<file path="config.mk">
export PLATFORM = sky130hd
export DESIGN_NAME = pwr_regs
export DESIGN_NICKNAME = d
export VERILOG_FILES = /design/src/pwr_pkg.sv /design/src/pwr_regs.sv
export VERILOG_INCLUDE_DIRS = /design/src
export SDC_FILE = /design/constraint.sdc
export NUM_CORES = 1
export LEC_CHECK = 0
export BUFFER_PORTS_ARGS = -buffer_cell sky130_fd_sc_hd__buf_2
export CELL_PAD_IN_SITES_DETAIL_PLACEMENT = 0
export CELL_PAD_IN_SITES_GLOBAL_PLACEMENT = 1
export CORE_MARGIN = 2
export CORE_UTILIZATION = 35
export DETAILED_ROUTE_END_ITERATION = 12
export PLACE_DENSITY_LB_ADDON = 0.1
export SYNTH_ARGS = -nofsm -noshare
export SYNTH_HDL_FRONTEND = slang
export SYNTH_SLANG_ARGS = --single-unit
</file>
<file path="constraint.sdc">
create_clock -name clk -period 8.1 [get_ports clk]
set_input_delay 0.81 -clock clk [delete_from_list [all_inputs] [get_ports clk]]
set_output_delay 0.81 -clock clk [all_outputs]
set_load 0.02 [all_outputs]
</file>
<file path="src/pwr_defines.svh">
`ifndef PWR_DEFINES_SVH
`define PWR_DEFINES_SVH

// register offsets on the host register port
`define PWR_OFS_PMEC        8'hD4
`define PWR_OFS_TIMING      8'hD6
`define PWR_OFS_PHYRST      8'hD8
`define PWR_OFS_BCTRL       8'hE4
`define PWR_OFS_BSTAT       8'hE6
`define PWR_OFS_IDLO        8'hE8
`define PWR_OFS_IDHI        8'hEA
`define PWR_OFS_ADV         8'hEC
`define PWR_OFS_LPA         8'hEE
`define PWR_OFS_PCTRL       8'hF6
`define PWR_OFS_PSTAT       8'hF8

// power event control field positions
`define PWR_PMEC_DLY        14
`define PWR_PMEC_POL        12
`define PWR_PMEC_EN_HI      11
`define PWR_PMEC_EN_LO      8
`define PWR_PMEC_AUTO       7
`define PWR_PMEC_W2N        6
`define PWR_PMEC_EVT_HI     5
`define PWR_PMEC_EVT_LO     2

// reset values
`define PWR_RST_WAKE_TIME   8'h08
`define PWR_RST_SLEEP_TIME  8'h0C
`define PWR_RST_ADV         5'h1F
`define PWR_BSTAT_FIXED     16'h3050
`define PWR_ADV_SELECTOR    5'h01

// timing: clock rate and time units
`define PWR_CLK_KHZ         100000
`define PWR_MS_CYC          (`PWR_CLK_KHZ / 1000 * 1000 / 1000 * 1)
`define PWR_WAKE_UNIT_MS    16
`define PWR_SLEEP_UNIT_MS   1000
`define PWR_CYC_PER_MS      (`PWR_CLK_KHZ)

`endif

</file>
<file path="src/pwr_pkg.sv">
package pwr_pkg;

  typedef enum logic [1:0] {
    PM_NORMAL = 2'b00,
    PM_ENERGY = 2'b01,
    PM_RSVD   = 2'b10,
    PM_SAVING = 2'b11
  } pwr_mode_t;

  typedef enum logic {
    PS_NORMAL = 1'b0,
    PS_LOW    = 1'b1
  } pwr_pstate_t;

  typedef struct packed {
    logic        pme_dly;
    logic        pme_pol;
    logic [3:0]  wake_en;
    logic        auto_wake;
    logic        wake_to_normal;
    logic [3:0]  wake_evt;
    pwr_mode_t   pm_mode;
    logic [7:0]  wake_time;
    logic [7:0]  sleep_time;
    logic        phy_rst;
    logic        loopback;
    logic        force_100;
    logic        an_en;
    logic        an_restart;
    logic        force_full;
    logic        xover_var;
    logic        force_mdi;
    logic        xover_dis;
    logic        tx_dis;
    logic        led_off;
    logic [4:0]  adv;
    pwr_pstate_t pstate;
    logic [31:0] ms_cnt;
    logic [31:0] wake_cnt;
    logic [31:0] sleep_cnt;
    logic        energy_s1;
    logic        energy_s2;
    logic        link_prev;
    logic [15:0] rdata;
    logic        wake_out;
    logic        isr_energy;
    logic        isr_link;
  } pwr_state_t;

endpackage : pwr_pkg

</file>
<file path="src/pwr_regs.sv">
// Contract
// - wake output active high when polarity bit 12 is 1, else low
// - enable bits 11-8 gate frame, remote packet, link-up, energy events
// - auto wake-up bit 7: low to normal power after energy lasts wake time
// - bit 6 with bit 7 returns power mode field to normal on wake
// - wake event field 5-2 one-hot: frame, remote, link up, energy
// - energy wake sets interrupt bit 2; link-up wake sets bit 3
// - wake output asserts for enabled recorded event, drops when cleared
// - event bits clear only at power-up reset or host write of one
// - mode field 1-0: normal, energy detect, power saving; 10 reserved
// - wake needs continuous energy for wake time, 16 ms units, default 8
// - low power entered after no energy for go-sleep time, 1 s units
// - writing one to PHY reset bit pulses reset, bit self-clears
// - basic control bit 14 loops host transmit back to host receive
// - without autoneg bit 13 forces speed; bit 8 forces duplex
// - bit 9 restarts autoneg; control bits shared with port control
// - bit 3 disables crossover, bit 4 forces MDI, bit 5 picks variant
// - bit 1 disables transmitter, bit 0 turns off port LEDs
// - basic status bit 2 link up, bit 5 autoneg complete, mirrored
// - advertisement bits 10,8,7,6,5 writable; selector reads 0x01
// - partner ability bits 10,8,7,6,5 read-only from received abilities
// - fixed PHY identifier split into low and high read-only registers
// - delay bit 14 with auto wake holds wake output until clocks ready
`timescale 1ns/100ps
`include "pwr_defines.svh"

module pwr_regs
  import pwr_pkg::*;
#(
  parameter int unsigned    CYC_PER_MS    = `PWR_CYC_PER_MS,
  parameter int unsigned    WAKE_UNIT_MS  = `PWR_WAKE_UNIT_MS,
  parameter int unsigned    SLEEP_UNIT_MS = `PWR_SLEEP_UNIT_MS,
  parameter logic [15:0]    PHY_ID_LOW    = 16'h5A3C, // arbitrary value
  parameter logic [15:0]    PHY_ID_HIGH   = 16'h00A5  // arbitrary value
) (
  // clock and power-up reset
  input  wire logic         clk,
  input  wire logic         rst_n,
  // host register port
  input  wire logic [7:0]   reg_addr,
  input  wire logic         reg_wr,
  input  wire logic         reg_rd,
  input  wire logic [1:0]   reg_be,
  input  wire logic [15:0]  reg_wdata,
  output logic [15:0]       reg_rdata,
  // events and status from the PHY and MAC
  input  wire logic         energy_detect,
  input  wire logic         link_up,
  input  wire logic         an_done,
  input  wire logic         op_speed_100,
  input  wire logic         op_full_duplex,
  input  wire logic         mdi_status,
  input  wire logic [4:0]   partner_abil,
  input  wire logic         wake_frame_evt,
  input  wire logic         remote_wake_evt,
  input  wire logic         clocks_ready,
  // wake pin and interrupt status sets
  output logic              wake_event_out,
  output logic              isr_energy_set,
  output logic              isr_link_set,
  // power control
  output logic [1:0]        power_mode,
  output logic              low_power_state,
  output logic              phy_reset_out,
  // PHY control
  output logic              host_side_loopback,
  output logic              force_100,
  output logic              an_enable,
  output logic              an_restart,
  output logic              force_full,
  output logic              crossover_variant_sel,
  output logic              force_mdi,
  output logic              auto_xover_dis,
  output logic              tx_disable,
  output logic              led_off,
  output logic [4:0]        adv_abilities
);

  // refuse timing parameters the counters cannot serve
  if (CYC_PER_MS < 1 || WAKE_UNIT_MS < 1 || SLEEP_UNIT_MS < 1) begin : g_bad_unit
    $error("pwr_regs: timing parameters must be at least one");
  end
  if (SLEEP_UNIT_MS > 16000000 || WAKE_UNIT_MS > 16000000) begin : g_bad_span
    $error("pwr_regs: time unit overflows the counter");
  end

  localparam pwr_state_t RST = '{
    wake_time:  `PWR_RST_WAKE_TIME,
    sleep_time: `PWR_RST_SLEEP_TIME,
    force_100:  1'b1,
    an_en:      1'b1,
    force_full: 1'b1,
    xover_var:  1'b1,
    adv:        `PWR_RST_ADV,
    wake_out:   1'b1,
    pm_mode:    PM_NORMAL,
    pstate:     PS_NORMAL,
    default:    '0
  };

  pwr_state_t s;
  pwr_state_t n;

  // byte-lane merge of a write into a register image
  function automatic logic [15:0] pwr_merge(input logic [15:0] old,
                                            input logic [15:0] wd,
                                            input logic [1:0]  be);
    pwr_merge = {be[1] ? wd[15:8] : old[15:8], be[0] ? wd[7:0] : old[7:0]};
  endfunction : pwr_merge

  logic [15:0] img_pmec;
  logic [15:0] img_timing;
  logic [15:0] img_bctrl;
  logic [15:0] img_bstat;
  logic [15:0] img_adv;
  logic [15:0] img_lpa;
  logic [15:0] img_pctrl;
  logic [15:0] img_pstat;
  logic [15:0] wm;
  logic        tick;
  logic        ev_energy;
  logic        ev_link;
  logic [3:0]  ev_set;
  logic [3:0]  ev_clr;
  logic        wake_hold;
  logic [31:0] wake_tgt;
  logic [31:0] sleep_tgt;

  // register read images; aliased bits come from one storage flop
  always_comb begin
    img_pmec   = {1'b0, s.pme_dly, 1'b0, s.pme_pol, s.wake_en, s.auto_wake,
                  s.wake_to_normal, s.wake_evt, s.pm_mode};
    img_timing = {s.wake_time, s.sleep_time};
    img_bctrl  = {1'b0, s.loopback, s.force_100, s.an_en, 2'b00, s.an_restart,
                  s.force_full, 2'b00, s.xover_var, s.force_mdi, s.xover_dis,
                  1'b0, s.tx_dis, s.led_off};
    img_bstat  = `PWR_BSTAT_FIXED | {10'h000, an_done, 2'b00, link_up, 2'b00};
    img_adv    = {5'h00, s.adv[4], 1'b0, s.adv[3:0], `PWR_ADV_SELECTOR};
    img_lpa    = {5'h00, partner_abil[4], 1'b0, partner_abil[3:0], `PWR_ADV_SELECTOR};
    img_pctrl  = {s.led_off, s.tx_dis, s.an_restart, 2'b00, s.xover_dis, s.force_mdi,
                  1'b0, s.an_en, s.force_100, s.force_full, s.adv};
    img_pstat  = {s.xover_var, 4'h0, op_speed_100, op_full_duplex, 1'b0, mdi_status,
                  an_done, link_up, partner_abil};
  end

  // timer targets in milliseconds
  always_comb begin
    wake_tgt  = 32'(s.wake_time * WAKE_UNIT_MS);
    sleep_tgt = 32'(s.sleep_time * SLEEP_UNIT_MS);
    tick      = (s.ms_cnt == 32'(CYC_PER_MS - 1));
    // hold off while clocks not ready
    wake_hold = s.pme_dly && s.auto_wake && !clocks_ready;
  end

  // next-state logic
  always_comb begin
    n            = s;
    ev_energy    = 1'b0;
    ev_link      = 1'b0;
    ev_clr       = 4'h0;
    wm           = 16'h0000;
    n.energy_s1  = energy_detect;
    n.energy_s2  = s.energy_s1;
    n.link_prev  = link_up;
    n.phy_rst    = 1'b0;
    n.isr_energy = 1'b0;
    n.isr_link   = 1'b0;
    n.ms_cnt     = tick ? 32'h00000000 : s.ms_cnt + 32'h00000001;

    // register reads, answered one cycle later
    if (reg_rd) begin
      unique case (reg_addr)
        `PWR_OFS_PMEC:   n.rdata = img_pmec;
        `PWR_OFS_TIMING: n.rdata = img_timing;
        `PWR_OFS_PHYRST: n.rdata = 16'h0000;
        `PWR_OFS_BCTRL:  n.rdata = img_bctrl;
        `PWR_OFS_BSTAT:  n.rdata = img_bstat;
        `PWR_OFS_IDLO:   n.rdata = PHY_ID_LOW;
        `PWR_OFS_IDHI:   n.rdata = PHY_ID_HIGH;
        `PWR_OFS_ADV:    n.rdata = img_adv;
        `PWR_OFS_LPA:    n.rdata = img_lpa;
        `PWR_OFS_PCTRL:  n.rdata = img_pctrl;
        `PWR_OFS_PSTAT:  n.rdata = img_pstat;
        default:         n.rdata = 16'h0000;
      endcase
    end

    // register writes
    if (reg_wr) begin
      unique case (reg_addr)
        `PWR_OFS_PMEC: begin
          wm               = pwr_merge(img_pmec, reg_wdata, reg_be);
          n.pme_dly        = wm[`PWR_PMEC_DLY];
          n.pme_pol        = wm[`PWR_PMEC_POL];
          n.wake_en        = wm[`PWR_PMEC_EN_HI:`PWR_PMEC_EN_LO];
          n.auto_wake      = wm[`PWR_PMEC_AUTO];
          n.wake_to_normal = wm[`PWR_PMEC_W2N];
          // write one to clear, only on written lane
          ev_clr = reg_be[0] ? reg_wdata[`PWR_PMEC_EVT_HI:`PWR_PMEC_EVT_LO] : 4'h0;
          if (pwr_mode_t'(wm[1:0]) != PM_RSVD)
            n.pm_mode = pwr_mode_t'(wm[1:0]);
        end
        `PWR_OFS_TIMING: begin
          wm           = pwr_merge(img_timing, reg_wdata, reg_be);
          n.wake_time  = wm[15:8];
          n.sleep_time = wm[7:0];
        end
        `PWR_OFS_PHYRST: begin
          n.phy_rst = reg_be[0] && reg_wdata[0];
        end
        `PWR_OFS_BCTRL: begin
          wm = pwr_merge(img_bctrl, reg_wdata, reg_be);
          n.loopback   = wm[14];
          n.force_100  = wm[13];
          n.an_en      = wm[12];
          n.force_full = wm[8];
          n.an_restart = wm[9];
          n.xover_var  = wm[5];
          n.force_mdi  = wm[4];
          n.xover_dis  = wm[3];
          n.tx_dis     = wm[1];
          n.led_off    = wm[0];
        end
        `PWR_OFS_ADV: begin
          wm    = pwr_merge(img_adv, reg_wdata, reg_be);
          n.adv = {wm[10], wm[8:5]};
        end
        `PWR_OFS_PCTRL: begin
          // alias writes land in the same flops
          wm           = pwr_merge(img_pctrl, reg_wdata, reg_be);
          n.led_off    = wm[15];
          n.tx_dis     = wm[14];
          n.an_restart = wm[13];
          n.xover_dis  = wm[10];
          n.force_mdi  = wm[9];
          n.an_en      = wm[7];
          n.force_100  = wm[6];
          n.force_full = wm[5];
          n.adv        = wm[4:0];
        end
        `PWR_OFS_PSTAT: begin
          wm          = pwr_merge(img_pstat, reg_wdata, reg_be);
          n.xover_var = wm[15];
        end
        default: ;
      endcase
    end

    // energy detect power state machine
    if (s.pm_mode != PM_ENERGY) begin
      n.pstate    = PS_NORMAL;
      n.wake_cnt  = 32'h00000000;
      n.sleep_cnt = 32'h00000000;
    end else begin
      unique case (s.pstate)
        PS_NORMAL: begin
          n.wake_cnt = 32'h00000000;
          if (s.energy_s2) begin
            n.sleep_cnt = 32'h00000000;
          end else if (tick) begin
            if (s.sleep_cnt + 32'h00000001 >= sleep_tgt) begin
              n.pstate    = PS_LOW;
              n.sleep_cnt = 32'h00000000;
            end else begin
              n.sleep_cnt = s.sleep_cnt + 32'h00000001;
            end
          end
        end
        PS_LOW: begin
          n.sleep_cnt = 32'h00000000;
          if (!s.energy_s2) begin
            n.wake_cnt = 32'h00000000;
          end else if (tick && s.wake_cnt < wake_tgt) begin
            n.wake_cnt = s.wake_cnt + 32'h00000001;
            if (s.wake_cnt + 32'h00000001 == wake_tgt) begin
              ev_energy = 1'b1;
              if (s.auto_wake) begin
                n.pstate   = PS_NORMAL;
                n.wake_cnt = 32'h00000000;
                if (s.wake_to_normal)
                  n.pm_mode = PM_NORMAL;
              end
            end
          end
        end
      endcase
    end

    // one-hot event recording, set wins over clear
    ev_link    = link_up && !s.link_prev;
    ev_set     = {wake_frame_evt, remote_wake_evt, ev_link, ev_energy};
    n.wake_evt = (s.wake_evt & ~ev_clr) | ev_set;
    n.isr_energy = ev_energy;
    n.isr_link   = ev_link;

    if ((|(s.wake_evt & s.wake_en)) && !wake_hold)
      n.wake_out = s.pme_pol;
    else
      n.wake_out = ~s.pme_pol;
  end

  // state register
  always_ff @(posedge clk or negedge rst_n) begin
    if (!rst_n)
      s <= RST;
    else
      s <= n;
  end

  // outputs straight from flops
  assign reg_rdata             = s.rdata;
  assign wake_event_out        = s.wake_out;
  assign isr_energy_set        = s.isr_energy;
  assign isr_link_set          = s.isr_link;
  assign power_mode            = s.pm_mode;
  assign low_power_state       = s.pstate;
  assign phy_reset_out         = s.phy_rst;
  assign host_side_loopback    = s.loopback;
  assign force_100             = s.force_100;
  assign an_enable             = s.an_en;
  assign an_restart            = s.an_restart;
  assign force_full            = s.force_full;
  assign crossover_variant_sel = s.xover_var;
  assign force_mdi             = s.force_mdi;
  assign auto_xover_dis        = s.xover_dis;
  assign tx_disable            = s.tx_dis;
  assign led_off               = s.led_off;
  assign adv_abilities         = s.adv;
endmodule : pwr_regs

</file>
==> impl_metrics.json <==
{
  "cts_sinks": 165,
  "setup_viol": 0,
  "final_common_cell": "dfrtp_1",
  "routedWlPerCell_um": 18.83,
  "ys_ff_latch": 165,
  "drc_errors": 0,
  "p_comb_frac": 0.244,
  "gp_congestion": 0.8055,
  "post_cts_buffers": 0,
  "peakVddDrop_mv": 0.1560,
  "antenna_cells": 0,
  "swShare": 0.3118,
  "drt_first_pass_iters": 8,
  "endpoint": "s[28]",
  "initial_core_util": 0.3582,
  "net-switching-power_w": 0.0007113,
  "cts_resized": 0,
  "yosysSeqAreaShare": 0.3764,
  "crit_type": "reg -> reg",
  "cts-root-buf": "clkbuf_16",
  "clk_pin_slew_ns": 0.07,
  "fin_nets": 1364,
  "fin_crit_ns": 6.247,
  "grt.overflow.total": 0,
  "period_share": 0.7712,
  "synth_warnings": 0,
  "ys.flop_type": "dfrtp_1",
  "final_cell_mix": "dfrtp_1, nand2_1, inv_1",
  "startpoint": "img_timing[0]",
  "setup_slack_ns": 1.853,
  "dpl_worst_slack_ns": 1.860,
  "synth_xor_area_frac": 0.05010,
  "synth_mux_area_frac": 0.01761,
  "antenna_found_initial": 0,
  "hold_viol": 0,
  "rsz0062_at_grt": "no",
  "floorplan.die_area_sq_um": 32900,
  "placed_area_sq_um": 11650,
  "final_max_slew_viol_count": 0,
  "htreeDepth": 4,
  "syn-num-nets": 1316,
  "fmax_ghz": 0.1601,
  "place_hpwl_um": 23250,
  "cts_tree": "done",
  "final.setup.tns_ns": 0,
  "r2r_cells": 22,
  "crit_path_max_fanout": 9,
  "pwr-share-seq": 0.382,
  "critPathTopFamily": "adder cells",
  "stdcell_area_sq_um": 12260,
  "yosys.area_share.adder": 0.1120,
  "area_delta_synth_final_pct": 11.34,
  "row_count": 64,
  "cp-start-kind": "register",
  "path_buf_inv": 2,
  "grt_pass1_wl_um": 50470,
  "synthArstFlopShare": 1.000,
  "clockBufferDepth": 2,
  "cts_made_buffers": 17,
  "skew_ns": 0.01201,
  "crit_path_max_incr_delay_ns": 0.66,
  "die_h_um": 181.4,
  "cap_viol_max_count": 0,
  "cp_num_cells": 22,
  "cp-end-kind": "register",
  "p_clk_frac": 0.374,
  "synthSimpleGateAreaFrac": 0.2276,
  "cp.required_ns": 8.48,
  "totalWireLength_um": 30940,
  "power.density_nw_per_um2": 186.1,
  "ioPinCount": 82,
  "rr_startpoint": "img_timing[0]",
  "reg2reg_to": "s[28]",
  "ctsHoldBuffers": 0,
  "viasPerCell": 5.511,
  "die_w_um": 181.4,
  "syn_area_sq_um": 11010,
  "synth_compound_area_frac": 0.1560,
  "grt_pass1_vias": 8706,
  "hp-class": "in -> async",
  "drtIter0Drc": 686,
  "core-area_sq_um": 30750,
  "worst_slew_pin_slew_ns": 1.269,
  "drive_above_1_share": 0.1411,
  "synth_top_family_by_area": "simple AND/OR/NAND/NOR gates",
  "worstPathArrival_ns": 6.62,
  "grt_max_degree": 60,
  "r2r_slack_ns": 1.85,
  "slowest_stage": "fa_1",
  "synth_edf_count": 0,
  "vias": 9055,
  "path_cells": "fa_1 > xor2_1 > ha_1 > inv_1 > fa_1 > fa_1 > inv_1 > ha_1 > nor2b_1 > o21ai_0 > a21oi_1 > a21oi_1 > xor2_1 > ha_1 > a21o_1 > a21o_1 > a21oi_1 > a2bb2oi_1 > nand4_1 > or3_1 > nor3_4 > a22o_1",
  "status": "finished clean",
  "final_core_util": 0.3988,
  "numPortBuffers": 81,
  "synth_cell_types": 70,
  "synth.avg_cell_area_sq_um": 9.286,
  "grt.total_usage": 0.1940,
  "antenna_left": 0,
  "insertion_delay_ns": 0.45,
  "p_int_w": 0.001570,
  "max-slew-margin-rel": 0.1482,
  "synthCells": 1186,
  "p_leak_nw": 5.604
}
-- power by group through the flow --
stage	Sequential [W]	Combinational, W	Clock [W]
after floorplan	0.000884	0.000407	0
after global placement	0.000887	0.000560	0
after detailed placement	0.000887	0.000564	0
after CTS	0.000871	0.000568	0.000868
after global routing	0.000873	0.000644	0.000912
final	0.000871	0.000557	0.000854
-- layer usage --
layer	track usage	part of all wire	vias up
li1	-	-	4380
met1	0.2822	0.49	4419
met2	0.3007	0.46	221
met3	0.02728	0.038	35
met4	0.05496	0.015	0
met5	0	0	-
-- state kept, by name, summed over array words and instances (netlist names), 2 cells and up --
signal / count
s: 98
img_timing: 16
reg_rdata: 16
img_pmec: 12
adv_abilities: 5
power_mode: 2
-- through the flow --
stage | std cells | hold slack [ns] | power, W
after global routing | 1643 | 0.3447 | 0.002429
final | 1643 | 0.3200 | 0.002281
after floorplan | 1186 | 0.3312 | 0.001291
after CTS | 1643 | 0.3432 | 0.002308
after detailed placement | 1611 | 0.4191 | 0.001451
after global placement | 1611 | 0.4182 | 0.001446
-- kinds of logic (layout without fill, tap and decap cells) --
logic type               after synthesis  count (layout)
multiplexers                          18              18
AND/OR/NAND/NOR                      462             462
AO/OA/AOI/OAI                        248             248
XOR/XNOR                              63              63
adder cells (fa/ha/maj)               86              86
buffers and inverters                144             205
flip-flops                           165             165
-- cells in the mapped netlist (5+ instances only) --
cell type    n  area share
and4_1       9      0.0072
xnor2_1     37       0.029
or2_2       13      0.0074
a31oi_1     18       0.010
and2_1      38       0.022
ha_1        65       0.074
nor4_1      19       0.011
a22o_1      15       0.012
nand3_1     54       0.025
a21o_1      26       0.018
nor2_1      77       0.026
and3_1      23       0.013
nand2b_1    12      0.0068
o211ai_1     7      0.0048
dfrtp_1    152        0.35
buf_2        9      0.0041
o21ai_0     41       0.019
dfstp_2     13       0.031
mux2_2      11       0.011
a2111oi_1    6      0.0055
mux2i_1      7      0.0064
xor2_1      26       0.021
nand4_1     32       0.018
a21oi_1     37       0.017
buf_4       24       0.016
clkbuf_1    27      0.0092
a221oi_1    11      0.0087
nor2b_1     12      0.0068
nand2_1    100       0.034
a211oi_1    17       0.012
o21ai_1      5      0.0023
o22ai_1     18       0.010
fa_1        21       0.038
nor3b_1      5      0.0034
or3_1       10      0.0057
a22oi_1      8      0.0055
nor3_1      30       0.014
inv_1       81       0.028
a222oi_1    10      0.0091
-- worst min path at each step --
| stage | slack [ns] | endpoint | depth (start not counted) |
|---|---|---|---|
| CTS | 0.34 | s[113] | 1 |
| finish | 0.32 | s[102] | 1 |
| global placement | 0.42 | s[20] | 0 |
| detailed placement | 0.42 | s[20] | 0 |
| floorplan | 0.33 | s[20] | 0 |
| global route | 0.34 | s[99] | 1 |
-- area by class of cell --
cell class,instances,area (sq um)
fillers,3162,18490
inverters,81,304.0
clock inverters,10,122.6
clock buffers,22,484.2
well taps,396,495.5
flip-flops and latches,165,4145
repair buffers,92,494.2
multi-input cells,877,6216
Note: power is estimated with default switching activity, not from simulation.
